==> src/verilog/rcid_consts.vh <==
// constants for the refresh configuration and identification register bank
`ifndef RCID_CONSTS_VH
`define RCID_CONSTS_VH

// ---------------------------------------------------------------
// register select codes on address bits 19:18 with the select pin
// ---------------------------------------------------------------
`define RCID_SEL_REFRESH   2'h0
`define RCID_SEL_IDENT     2'h1
`define RCID_SEL_NONE      2'h3

// ---------------------------------------------------------------
// software access sequence
// ---------------------------------------------------------------
`define RCID_SW_REFRESH    16'h0000
`define RCID_SW_IDENT      16'h0002
`define RCID_SW_ADDR       23'h7f_ffff

// ---------------------------------------------------------------
// refresh_control field positions and reset value
// ---------------------------------------------------------------
`define RCID_PAR_LSB       0
`define RCID_PAR_MSB       2
`define RCID_DS_BIT        4
`define RCID_PAGE_BIT      7
`define RCID_PAR_NONE      3'h4
`define RCID_REFRESH_RESET 16'h0010
`define RCID_REFRESH_MASK  16'h0097

// ---------------------------------------------------------------
// identification_word fields
// ---------------------------------------------------------------
`define RCID_ID_ROW_256    1'b1
`define RCID_ID_DENSITY    3'h3
`define RCID_ID_GENERATION 3'h2

// ---------------------------------------------------------------
// timing, in nanoseconds
// ---------------------------------------------------------------
`define RCID_CLK_PERIOD_NS 50
`define RCID_DPD_EXIT_NS   10000
`define RCID_INIT_NS       150000

`endif

==> src/verilog/rcid_sync.v <==
// three-stage pin synchroniser, output follows once stages two and three agree
`timescale 1ns/1ps
module rcid_sync #(
  parameter WIDTH = 1
) (
  // clock and reset
  input  wire             ref_clk,
  input  wire             rst,
  // pins and synchronised result
  input  wire [WIDTH-1:0] pin_in,
  output wire [WIDTH-1:0] pin_sync
);

  reg [WIDTH-1:0] st1_reg;
  reg [WIDTH-1:0] st2_reg;
  reg [WIDTH-1:0] st3_reg;
  reg [WIDTH-1:0] out_reg;
  genvar          i;

  // first stage feeds only the second
  always @(posedge ref_clk) begin
    if (rst) begin
      st1_reg <= {WIDTH{1'b0}};
      st2_reg <= {WIDTH{1'b0}};
      st3_reg <= {WIDTH{1'b0}};
    end else begin
      st1_reg <= pin_in;
      st2_reg <= st1_reg;
      st3_reg <= st2_reg;
    end
  end

  // per bit: a change counts only once two stages agree, filtering a one-cycle glitch
  generate
    for (i = 0; i < WIDTH; i = i + 1) begin : g_bit
      always @(posedge ref_clk) begin
        if (rst) begin
          out_reg[i] <= 1'b0;
        end else if (st2_reg[i] == st3_reg[i]) begin
          out_reg[i] <= st3_reg[i];
        end
      end
    end
  endgenerate

  assign pin_sync = out_reg;

endmodule

==> src/verilog/rcid_timer.v <==
// run-length timer: done once run has stayed high for COUNT cycles
`timescale 1ns/1ps
module rcid_timer #(
  parameter COUNT = 200,
  parameter W     = 12
) (
  // clock and reset
  input  wire ref_clk,
  input  wire rst,
  // control and result
  input  wire run,
  output wire done
);

  localparam [31:0]  LAST_WIDE = COUNT - 1;
  localparam [W-1:0] LAST      = LAST_WIDE[W-1:0];

  reg [W-1:0] cnt_reg;

  // restarts whenever run drops, so only an unbroken interval counts
  always @(posedge ref_clk) begin
    if (rst || !run) begin
      cnt_reg <= {W{1'b0}};
    end else if (cnt_reg != LAST) begin
      cnt_reg <= cnt_reg + {{(W-1){1'b0}}, 1'b1};
    end
  end

  assign done = run && (cnt_reg == LAST);

endmodule

==> src/verilog/rcid_regs.v <==
// refresh configuration and identification registers with deep power-down control
//
// Behaviour
// RULE1: partial refresh code selects full, bottom half/quarter/eighth, none, or top half/quarter/eighth.
// RULE2: while deep power-down is active all refresh stops and array contents count as lost.
// RULE3: on leaving deep power-down a 150 us initialization runs before normal access resumes.
// RULE4: deep power-down starts when the deep-sleep bit is zero and chip select then goes high.
// RULE5: chip select held low for 10 us ends deep power-down and sets the deep-sleep bit again.
// RULE6: register contents are kept through deep power-down.
// RULE7: bit 7 of refresh_control enables asynchronous page mode and resets to zero.
// RULE8: identification_word is read-only and writes leave it unchanged.
// RULE9: identification_word is chosen by select pin with address 19:18 = 01 or sequence data 0002h.
// RULE10: identification_word holds row length, revision, density, generation and vendor fields.
// RULE11: a lower-half die responds only while its virtual select input is low.
// RULE12: an upper-half die responds only while its virtual select input is high.
// RULE13: refresh_control is chosen by select pin with address 19:18 = 00 or sequence data 0000h.
`timescale 1ns/1ps
`include "rcid_consts.vh"
module rcid_regs #(
  parameter       UPPER_DIE = 0,
  parameter [3:0] REVISION  = 4'h5,    // arbitrary value
  parameter [4:0] VENDOR    = 5'h15    // arbitrary value
) (
  // clock and reset
  input  wire        ref_clk,
  input  wire        rst,
  // memory bus pins
  input  wire        ce_n,
  input  wire        we_n,
  input  wire        oe_n,
  input  wire        register_select_pin,
  input  wire        virtual_select_input,
  input  wire [22:0] addr,
  input  wire [15:0] dq_in,
  output reg  [15:0] dq_out,
  output reg         dq_oe,
  // refresh and power state
  output reg         refresh_run,
  output reg  [22:0] refresh_lo_addr,
  output reg  [22:0] refresh_hi_addr,
  output reg         page_mode_en,
  output reg         deep_sleep_active,
  output reg         init_busy,
  output reg         contents_lost,
  output reg         die_selected
);

  // ---------------------------------------------------------------
  // timing
  // ---------------------------------------------------------------
  // both are least times, so round up
  localparam EXIT_CYC = (`RCID_DPD_EXIT_NS + `RCID_CLK_PERIOD_NS - 1) / `RCID_CLK_PERIOD_NS;
  localparam INIT_CYC = (`RCID_INIT_NS + `RCID_CLK_PERIOD_NS - 1) / `RCID_CLK_PERIOD_NS;

  // software sequence states, one-hot
  localparam [3:0] SW_IDLE = 4'h1;
  localparam [3:0] SW_ONE  = 4'h2;
  localparam [3:0] SW_TWO  = 4'h4;
  localparam [3:0] SW_SEL  = 4'h8;

  localparam [0:0] UPPER = (UPPER_DIE != 0);

  // ---------------------------------------------------------------
  // decode functions
  // ---------------------------------------------------------------
  // refresh region bound for a partial refresh code
  function [22:0] par_bound;
    input [2:0] code;
    input       hi;
    begin
      case (code)
        3'h0:    par_bound = hi ? 23'h7f_ffff : 23'h00_0000;
        3'h1:    par_bound = hi ? 23'h3f_ffff : 23'h00_0000;
        3'h2:    par_bound = hi ? 23'h1f_ffff : 23'h00_0000;
        3'h3:    par_bound = hi ? 23'h0f_ffff : 23'h00_0000;
        3'h5:    par_bound = hi ? 23'h7f_ffff : 23'h40_0000;
        3'h6:    par_bound = hi ? 23'h7f_ffff : 23'h60_0000;
        3'h7:    par_bound = hi ? 23'h7f_ffff : 23'h70_0000;
        default: par_bound = 23'h00_0000;
      endcase
    end
  endfunction

  // sequence data word to register select code
  function [1:0] sw_code;
    input [15:0] data;
    begin
      if (data == `RCID_SW_REFRESH) begin
        sw_code = `RCID_SEL_REFRESH;
      end else if (data == `RCID_SW_IDENT) begin
        sw_code = `RCID_SEL_IDENT;
      end else begin
        sw_code = `RCID_SEL_NONE;
      end
    end
  endfunction

  // ---------------------------------------------------------------
  // pin synchronisation
  // ---------------------------------------------------------------
  wire [43:0] pins_s;
  wire        s_ce_n;
  wire        s_we_n;
  wire        s_oe_n;
  wire        s_cre;
  wire        s_vce;
  wire [22:0] s_addr;
  wire [15:0] s_dq;

  rcid_sync #(
    .WIDTH (44)
  ) u_sync (
    .ref_clk  (ref_clk),
    .rst      (rst),
    .pin_in   ({~ce_n, ~we_n, ~oe_n, register_select_pin, virtual_select_input, addr, dq_in}),
    .pin_sync (pins_s)
  );

  // strobes travel inverted so the zero reset of the stages reads as idle, not as a select
  assign {s_ce_n, s_we_n, s_oe_n, s_cre, s_vce, s_addr, s_dq} = pins_s ^ {3'b111, 41'h000_0000_0000};

  // ---------------------------------------------------------------
  // state
  // ---------------------------------------------------------------
  reg  [15:0] refresh_control_reg;
  reg  [15:0] refresh_control_next;
  reg         dpd_reg;
  reg         init_reg;
  reg         lost_reg;
  reg         sel_prev_reg;
  reg         we_n_prev_reg;
  reg         wr_seen_reg;
  reg         addr_bad_reg;
  reg  [3:0]  sw_state_reg;
  reg  [3:0]  sw_state_next;
  reg  [1:0]  sw_sel_reg;
  reg  [15:0] rd_data;
  reg         rd_hit;
  wire [15:0] identification_word;
  wire        chip_sel;
  wire        we_rise;
  wire        we_fall;
  wire        desel_edge;
  wire        access_ok;
  wire        at_sw_addr;
  wire        cre_wr;
  wire        sw_wr;
  wire        exit_done;
  wire        init_done;

  // RULE10: fixed identification layout
  assign identification_word = {`RCID_ID_ROW_256, REVISION, `RCID_ID_DENSITY,
                                `RCID_ID_GENERATION, VENDOR};

  // RULE11 RULE12: die answers only in its half of the stacked space
  assign chip_sel   = !s_ce_n && (s_vce == UPPER);
  assign we_rise    = chip_sel && !we_n_prev_reg && s_we_n;
  assign we_fall    = chip_sel && we_n_prev_reg && !s_we_n;
  assign desel_edge = sel_prev_reg && !chip_sel;
  // RULE3: no access taken during power-down or initialization
  assign access_ok  = !dpd_reg && !init_reg;
  assign at_sw_addr = (s_addr == `RCID_SW_ADDR);

  // RULE13: write through the select pin
  assign cre_wr = access_ok && we_rise && s_cre && (s_addr[19:18] == `RCID_SEL_REFRESH);
  // RULE13: write as the final access of the software sequence
  assign sw_wr  = access_ok && we_rise && !s_cre && (sw_state_reg == SW_SEL) && at_sw_addr
                  && (sw_sel_reg == `RCID_SEL_REFRESH);

  // ---------------------------------------------------------------
  // power-down exit and initialization timers
  // ---------------------------------------------------------------
  // RULE5: chip select held low long enough ends power-down
  rcid_timer #(
    .COUNT (EXIT_CYC),
    .W     (12)
  ) u_exit_timer (
    .ref_clk (ref_clk),
    .rst     (rst),
    .run     (dpd_reg && chip_sel),
    .done    (exit_done)
  );

  // RULE3: initialization interval after refresh restarts
  rcid_timer #(
    .COUNT (INIT_CYC),
    .W     (12)
  ) u_init_timer (
    .ref_clk (ref_clk),
    .rst     (rst),
    .run     (init_reg),
    .done    (init_done)
  );

  // ---------------------------------------------------------------
  // refresh_control next value
  // ---------------------------------------------------------------
  // RULE8: writes to the identification register fall away
  always @* begin
    refresh_control_next = refresh_control_reg;
    if (dpd_reg && exit_done) begin
      // RULE5: hardware sets the deep-sleep bit on exit
      refresh_control_next[`RCID_DS_BIT] = 1'b1;
    end else if (cre_wr || sw_wr) begin
      // RULE7: page bit and the other fields are plain storage
      refresh_control_next = s_dq & `RCID_REFRESH_MASK;
    end
  end

  // ---------------------------------------------------------------
  // software access sequence: read, read, write select, access
  // ---------------------------------------------------------------
  always @* begin
    sw_state_next = sw_state_reg;
    if (desel_edge) begin
      if (s_cre || addr_bad_reg) begin
        sw_state_next = SW_IDLE;
      end else begin
        case (sw_state_reg)
          SW_IDLE: sw_state_next = wr_seen_reg ? SW_IDLE : SW_ONE;
          SW_ONE:  sw_state_next = wr_seen_reg ? SW_IDLE : SW_TWO;
          SW_TWO:  sw_state_next = wr_seen_reg ? SW_SEL : SW_IDLE;
          SW_SEL:  sw_state_next = SW_IDLE;
          default: sw_state_next = SW_IDLE;
        endcase
      end
    end
  end

  // ---------------------------------------------------------------
  // read selection
  // ---------------------------------------------------------------
  always @* begin
    rd_hit  = 1'b0;
    rd_data = 16'h0000;
    if (access_ok && chip_sel && !s_oe_n && s_we_n) begin
      if (s_cre) begin
        // RULE13 RULE9: select pin with address bits 19:18
        if (s_addr[19:18] == `RCID_SEL_REFRESH) begin
          rd_hit  = 1'b1;
          rd_data = refresh_control_reg;
        end else if (s_addr[19:18] == `RCID_SEL_IDENT) begin
          rd_hit  = 1'b1;
          rd_data = identification_word;
        end
      end else if ((sw_state_reg == SW_SEL) && at_sw_addr) begin
        // RULE9: sequence data 0002h picks the identification word
        if (sw_sel_reg == `RCID_SEL_REFRESH) begin
          rd_hit  = 1'b1;
          rd_data = refresh_control_reg;
        end else if (sw_sel_reg == `RCID_SEL_IDENT) begin
          rd_hit  = 1'b1;
          rd_data = identification_word;
        end
      end
    end
  end

  // ---------------------------------------------------------------
  // access tracking
  // ---------------------------------------------------------------
  // per chip-select cycle: was it a write, did the address stray
  always @(posedge ref_clk) begin
    if (rst) begin
      sel_prev_reg  <= 1'b0;
      we_n_prev_reg <= 1'b1;
      wr_seen_reg   <= 1'b0;
      addr_bad_reg  <= 1'b0;
      sw_state_reg  <= SW_IDLE;
      sw_sel_reg    <= `RCID_SEL_NONE;
    end else begin
      sel_prev_reg  <= chip_sel;
      we_n_prev_reg <= s_we_n;
      sw_state_reg  <= sw_state_next;
      if (desel_edge) begin
        wr_seen_reg  <= 1'b0;
        addr_bad_reg <= 1'b0;
      end else begin
        if (we_fall) begin
          wr_seen_reg <= 1'b1;
        end
        if (chip_sel && !at_sw_addr) begin
          addr_bad_reg <= 1'b1;
        end
      end
      // data of the third access picks the target register
      if (we_rise && (sw_state_reg == SW_TWO)) begin
        sw_sel_reg <= sw_code(s_dq);
      end
    end
  end

  // ---------------------------------------------------------------
  // register and power state
  // ---------------------------------------------------------------
  // RULE6: only the writes and the exit touch refresh_control, never power-down itself
  always @(posedge ref_clk) begin
    if (rst) begin
      refresh_control_reg <= `RCID_REFRESH_RESET;
      dpd_reg             <= 1'b0;
      init_reg            <= 1'b0;
      lost_reg            <= 1'b0;
    end else begin
      refresh_control_reg <= refresh_control_next;
      if (!dpd_reg && desel_edge && !refresh_control_reg[`RCID_DS_BIT]) begin
        // RULE4: deselect with the deep-sleep bit clear enters power-down
        dpd_reg  <= 1'b1;
        // RULE2: array contents are no longer guaranteed
        lost_reg <= 1'b1;
      end else if (dpd_reg && exit_done) begin
        // RULE3: refresh restarts and initialization begins
        dpd_reg  <= 1'b0;
        init_reg <= 1'b1;
      end else if (init_done) begin
        init_reg <= 1'b0;
      end
    end
  end

  // ---------------------------------------------------------------
  // registered outputs
  // ---------------------------------------------------------------
  always @(posedge ref_clk) begin
    if (rst) begin
      dq_out            <= 16'h0000;
      dq_oe             <= 1'b0;
      refresh_run       <= 1'b0;
      refresh_lo_addr   <= 23'h00_0000;
      refresh_hi_addr   <= 23'h00_0000;
      page_mode_en      <= 1'b0;
      deep_sleep_active <= 1'b0;
      init_busy         <= 1'b0;
      contents_lost     <= 1'b0;
      die_selected      <= 1'b0;
    end else begin
      dq_out            <= rd_data;
      dq_oe             <= rd_hit;
      // RULE2: power-down halts refresh
      // RULE1: region from the partial refresh code
      refresh_run       <= !dpd_reg &&
                           (refresh_control_reg[`RCID_PAR_MSB:`RCID_PAR_LSB] != `RCID_PAR_NONE);
      refresh_lo_addr   <= par_bound(refresh_control_reg[`RCID_PAR_MSB:`RCID_PAR_LSB], 1'b0);
      refresh_hi_addr   <= par_bound(refresh_control_reg[`RCID_PAR_MSB:`RCID_PAR_LSB], 1'b1);
      // RULE7: page mode follows bit 7
      page_mode_en      <= refresh_control_reg[`RCID_PAGE_BIT];
      deep_sleep_active <= dpd_reg;
      init_busy         <= init_reg;
      contents_lost     <= lost_reg;
      die_selected      <= chip_sel;
    end
  end

endmodule

==> config.mk <==
export PLATFORM = sky130hd
export DESIGN_NAME = rcid_regs
export DESIGN_NICKNAME = d
export VERILOG_FILES = /design/src/verilog/rcid_sync.v /design/src/verilog/rcid_timer.v /design/src/verilog/rcid_regs.v
export VERILOG_INCLUDE_DIRS = /design/src /design/src/verilog
export SDC_FILE = /design/constraint.sdc
export NUM_CORES = 1
export LEC_CHECK = 0
export ABC_AREA = 1
export BUFFER_PORTS_ARGS = -buffer_cell sky130_fd_sc_hd__buf_2
export CORE_MARGIN = 2
export CORE_UTILIZATION = 51
export CTS_BUF_LIST = sky130_fd_sc_hd__clkbuf_16
export DETAILED_ROUTE_END_ITERATION = 12
export GPL_ROUTABILITY_DRIVEN = 0
export PLACE_DENSITY_LB_ADDON = 0.15
export SLEW_MARGIN = 5
export SYNTH_ARGS = -nofsm -noshare
export SYNTH_HDL_FRONTEND = slang
export SYNTH_HIERARCHICAL = 1
export SYNTH_SLANG_ARGS = --single-unit
==> constraint.sdc <==
create_clock -name ref_clk -period 1.1 [get_ports ref_clk]
set_input_delay 0.22 -clock ref_clk [delete_from_list [all_inputs] [get_ports ref_clk]]
set_output_delay 0.22 -clock ref_clk [all_outputs]
set_load 0.005 [all_outputs]
# [Yosys cells after proc, flatten, opt, wreduce, memory -nomap -nowiden]
# Cells that the tools add are included.
[totals] regBits=286 inputBits=46 out_inout_bits=69
[op_classes] add_sub_neg=2 n_eq_ne=63 n_mux=25 n_bitwise=8 n_reduce_logical=54
[op_table] operator="16-bit two-way mux" n=6
[op_table] operator="23-bit one-hot mux with 4 select lines" n=1
[op_table] operator="23-bit one-hot mux with 3 select lines" n=1
[op_table] operator="1-bit equality test" n=44
[op_table] operator="1-bit logical AND" n=27
[op_table] operator="12-bit by 1-bit adder with 12-bit output, second input constant" n=2
[op_table] operator="23-bit equality test, second input constant" n=1
[op_table] operator="16-bit by 2-bit equality test with 1-bit output, second input constant" n=1
[op_table] operator="16-bit logical NOT" n=1
[op_table] operator="12-bit equality test, second input constant" n=1
[op_table] operator="12-bit by 8-bit equality test with 1-bit output, second input constant" n=1
[op_table] operator="12-bit != test, second input constant" n=1
[op_table] operator="12-bit by 8-bit != test with 1-bit output, second input constant" n=1
[op_table] operator="4-bit one-hot mux with 3 select lines" n=1
[op_table] operator="1-bit logical NOT" n=11
[op_table] operator="1-bit two-way mux" n=10
[op_table] operator="3-bit equality test, second input constant" n=3
[op_table] operator="4-bit two-way mux" n=2
[op_table] operator="1-bit NOT" n=7
[op_table] operator="3-bit by 2-bit equality test with 1-bit output, second input constant" n=2
[op_table] operator="2-bit two-way mux" n=3
[op_table] operator="2-bit OR reduction" n=3
[op_table] operator="2-bit by 1-bit equality test with 1-bit output, second input constant" n=2
[op_table] operator="4-bit by 1-bit equality test with 1-bit output, second input constant" n=1
[op_table] operator="13 further kinds" n=19

# [Longest topological paths before layout]
[depth] word_depth=12 ltp_mapped=11 ltp_nobuf=11

# [By module]
# Netlist, hierarchy kept.
[modules_own_cells] mod="rcid_sync" instances=1 cells_each=592 area_per_inst_um2=5287.6 seq_area_each_um2=3523.4
[modules_own_cells] mod="rcid_regs" instances=1 cells_each=262 area_per_inst_um2=1925.6 seq_area_each_um2=740.7
[modules_own_cells] mod="rcid_timer at u_init_timer" instances=1 cells_each=104 area_per_inst_um2=705.7 seq_area_each_um2=240.2
[modules_own_cells] mod="rcid_timer at u_exit_timer" instances=1 cells_each=93 area_per_inst_um2=659.4 seq_area_each_um2=240.2

# [Least setup slack after synthesis]
# No wires, ideal clock.
[synth_timing] kind="reg2reg" from="register u_init_timer.cnt_reg[0]" to="register init_reg" setup_ps=129 arrival_ps=1088 t_required_ps=971 slack_ps=-116 path_stages_with_launch=9 path_buffers=0 path_cell_list="dfxtp_1 > ha_1 > nand2_1 > nor2_2 > nand3_1 > nor2_1 > nand2_1 > nand2_1 > o21ai_0"
[synth_via] elab_chain_len=4
[synth_rtl] element="start, declared" line="rcid_timer.v:18" text="reg [W-1:0] cnt_reg;"
[synth_rtl] element="start signal, assigned" line="rcid_timer.v:23" text="cnt_reg <= {W{1'b0}};"
[synth_rtl] element="start signal, assigned" line="rcid_timer.v:25" text="cnt_reg <= cnt_reg + {{(W-1){1'b0}}, 1'b1};"
[synth_rtl] element="12-bit equality test" line="rcid_timer.v:29" text="assign done = run && (cnt_reg == LAST);"
[synth_rtl] element="1-bit logical AND" line="rcid_timer.v:29"
[synth_rtl] element="net init_done" line="rcid_regs.v:149" text="wire init_done;"
[synth_rtl] element="2-bit nonzero test (no line)"
[synth_rtl] element="2-bit AND reduction (no line)"
[synth_rtl] element="end signal, assigned" line="rcid_regs.v:301" text="init_reg <= 1'b0;"
[synth_rtl] element="end signal, assigned" line="rcid_regs.v:313" text="init_reg <= 1'b1;"
[synth_rtl] element="end signal, assigned" line="rcid_regs.v:315" text="init_reg <= 1'b0;"
[synth_rtl] element="end, declared" line="rcid_regs.v:128" text="reg init_reg;"
# The timed path passes the listed nets, and every way through them passes these cells.
# A chain may end at the register's enable or synchronous reset.

==> out/metrics.csv <==
stage,metric,value,unit
outcome,outcome,"finished, violations left",
outcome,failing checks,negative setup slack,
global_route,largest net degree at the start of global routing,47,
critical_path,"Buf+Inv Stages, Crit Path",2,
critical_path,"Largest stage delay, worst path",0.39,ns
global_route,grt ovf,0,
sta,RSZ-0062 raised after global routing,true,
floorplanning,Initial Util,51.91,%
yosys,syn_area_per_cell,8.162,sq um
yosys,predominant post-synthesis flop cell,dfxtp_1,
place,IO Port Bufs,89,
critical_path,crit path launch,refresh_hi_addr[19]$_SDFF_PP0_,
final_layout,Final nets,1342,
yosys,Syn. warnings,6,
power_and_ir_drop,total power,0.01730,W
yosys,most frequent cells after synthesis,"237 x dfxtp_1, 234 x nor2_1, 195 x inv_1, 79 x nand2_1, 74 x a21oi_1",
critical_path,critical path class,flip-flop to output port,
critical_path,Critical Path End,refresh_hi_addr[14],
yosys,Post-Syn Area,0.008578,sq mm
clock_tree,CTS Sinks,237,
final_layout,fraction of layout cells with a size suffix above 1,29.62,%
sta,Final Skew,0.006642,ns
yosys,top post-synthesis cells by area,"dfxtp_1 55%, nor2_1 10%, inv_1 8.5%",
clock_tree,root buffer cell,clkbuf_16,
clock_tree,CTS tree,done,
sta,Finish-stage setup viols,88,
final_layout,number of diodes,0,
yosys,post-synth top area share,55.31,%
yosys,most area-hungry cell type in the Yosys netlist,dfxtp_1,
floorplanning,number of I/O pins,115,
place,Final HPWL DP,10700,um
critical_path,Worst path most repeated cell,buf_6,
clock_tree,htree depth,1,
critical_path,"delay-heaviest family, CP",flip-flops,
yosys,Synth Register Bits,237,
critical_path,highest-delay cell along the critical path,dfxtp_4,
critical_path,Critical Path Source Type,flip-flop,
yosys,Netlist cell types,38,
sta,min Tclk post-route,1.348,ns
final_layout,FILL cells,1300,
power_and_ir_drop,pwr dens,1494,mW/mm^2
clock_tree,Max Root-Sink Buffers,3,
final_layout,P&R area growth vs syn,34.96,%
global_route,first-pass GRT wire length,28260,um
final_layout,final core utilization,70.06,%
global_route,vias in the first global route,6421,
floorplanning,row count,47,
critical_path,crit-path cells,buf_6 > buf_6,
critical_path,critical path data arrival time,1.13,ns
clock_tree,clock buffer count from CTS,24,
power_and_ir_drop,P_leak,5.221,nW
place,pre-CTS WS,-0.2605,ns
critical_path,r2r worst-path depth,8,
clock_tree,clock-pin slew on the worst setup and hold paths,0.06,ns
detailed_routing,Vias/cell,4.451,
sta,fin crit share,122.5,%
sta,Fin. Hold Viols,0,
global_route,initial antenna violation count,0,
critical_path,"Req. time, crit path",0.88,ns
clock_tree,Clock Latency Late Sink,0.51,ns
hold_path,WHS Path Cells,4,
sta,setup ws final,-0.2476,ns
detailed_routing,initial drt markers,287,
floorplanning,Die Ht,133.7,um
critical_path,Worst R2R Setup Slack,-0.24,ns
yosys,ys async rst share,0,%
global_route,Total GRT Usage,18.89,%
critical_path,Reg-to-Reg End,refresh_control_reg[0]$_SDFFE_PP0P_,
detailed_routing,Final ANT Viol Nets,0,
critical_path,reg2reg start,u_sync/pin_sync[43]$_SDFFE_PP0N_,
yosys,post-synthesis cell count,1051,
detailed_routing,# DRC,0,
detailed_routing,drt first pass iters,4,
power_and_ir_drop,peak supply drop,1317,uV
yosys,Post-synth EDFFs,0,
yosys,register area share after synthesis,55.31,%
critical_path,Critical Path Sink Type,output port,
detailed_routing,wire per inst,11.18,um
floorplanning,Core Area,0.01652,sq mm
yosys,"count leader, synth",dfxtp_1,
floorplanning,Die W,133.7,um
detailed_routing,drt total wl,17100,um
critical_path,Crit Path Max Fanout,6,
detailed_routing,Vias,6810,
critical_path,Levels on crit path,2,
floorplanning,DIE AREA,0.01787,sq mm
sta,Max Slew Vio Count,0,
flow_run,Max Cap Viol,0,
sta,fmax,742.0,MHz
hold_path,Hold Path Class,input port to flip-flop,
-- area by class of cell --
cell class	count	area [sq um]	share of cell area [%]
repair buffers	263	2069	17.88
multi-input cells	568	2918	25.20
clock buffers	25	625.6	5.404
inverters	200	772.0	6.668
clock inverters	17	121.4	1.048
well taps	220	275.3	2.378
flip-flops and latches	237	4796	41.42
-- where the power goes --
group	internal, W	switching (W)
registers	0.00879	0.0000910
clock network	0.00454	0.00313
logic	0.000388	0.000363
-- metal layers --
layer  global-route usage [%]  wire length [um]  part of all wire [%]
met1                    23.73              7658                    45
met2                    32.76              8242                    48
met3                    2.930               673                   3.9
met4                    7.270               529                   3.1
met5                        0                 0                     0
-- placed cells by master (no fill, tap or decap), types with 5 or more instances in the layout --
cell | synthesis | routed
inv_2 | 3 | 8
a21oi_2 | 2 | 13
buf_2 | 6 | 77
nand2_1 | 79 | 64
dfxtp_2 | 0 | 32
nand2_2 | 11 | 22
clkinv_1 | 0 | 5
a21oi_1 | 74 | 63
buf_12 | 0 | 7
conb_1 | 1 | 25
nand3_1 | 28 | 22
o21ai_0 | 40 | 32
buf_6 | 9 | 24
nand4_1 | 10 | 10
buf_4 | 53 | 111
nor2_4 | 5 | 12
dfxtp_1 | 237 | 202
nand3_2 | 1 | 7
inv_1 | 195 | 192
dlygate4sd3_1 | 0 | 44
nor2_1 | 234 | 224
o21ai_1 | 17 | 22
clkbuf_16 | 0 | 25
nor2_2 | 10 | 13
-- worst min-delay path by stage --
stage | to | from | slack, ns
6_report | dq_oe$_SDFF_PP0_ | rst | 0.11
2_1_floorplan | u_sync/st1_reg[0]$_SDFF_PP0_ | dq_in[0] | 0.33
3_5_place_dp | u_sync/st2_reg[12]$_SDFF_PP0_ | u_sync/st1_reg[12]$_SDFF_PP0_ | 0.39
3_3_place_gp | u_sync/st2_reg[36]$_SDFF_PP0_ | u_sync/st1_reg[36]$_SDFF_PP0_ | 0.39
5_1_grt | dq_oe$_SDFF_PP0_ | rst | 0.10
4_1_cts | u_exit_timer/cnt_reg[6]$_SDFFE_PP0P_ | rst | 0.07
-- timing repair --
item,4_1_cts,5_1_grt
resized for setup,51,79
setup endpoints to repair,89,93
hold endpoints to repair,44,0
buffers inserted,5,11
hold buffers,44,0
cloned,0,1
pin swaps,24,27
-- cell families after synthesis --
kind of cell             Yosys count  share of synthesized area, %
XOR/XNOR                           4                        0.4085
buffers and inverters            270                         15.20
other                              1                       0.04372
flip-flops                       237                         55.31
adder cells (fa/ha/maj)            2                        0.2917
AND/OR/NAND/NOR                  397                         20.35
AO/OA/AOI/OAI                    140                         8.402
-- worst register-to-register path: stages (launching register included) --
cell	delay [ns]
dfxtp_2	0.33
inv_2	0.04
nor2_4	0.17
nand4_1	0.14
nor2_2	0.14
nand4_4	0.14
nand2_4	0.13
nand2_1	0.07
a21oi_2	0.11
-- stage by stage --
step | area, sq um | hold slack [ns] | TNS [ns] | cells
global route | 11580 | 0.1042 | -16.53 | 1530
floorplan | 8733 | 0.3270 | -0.5421 | 1075
CTS | 11220 | 0.06829 | -10.50 | 1520
finish | 11580 | 0.1078 | -11.42 | 1530
detailed placement | 9878 | 0.3933 | -5.800 | 1430
global placement | 9878 | 0.3887 | -4.586 | 1430
(Power assumes the default switching activity.)
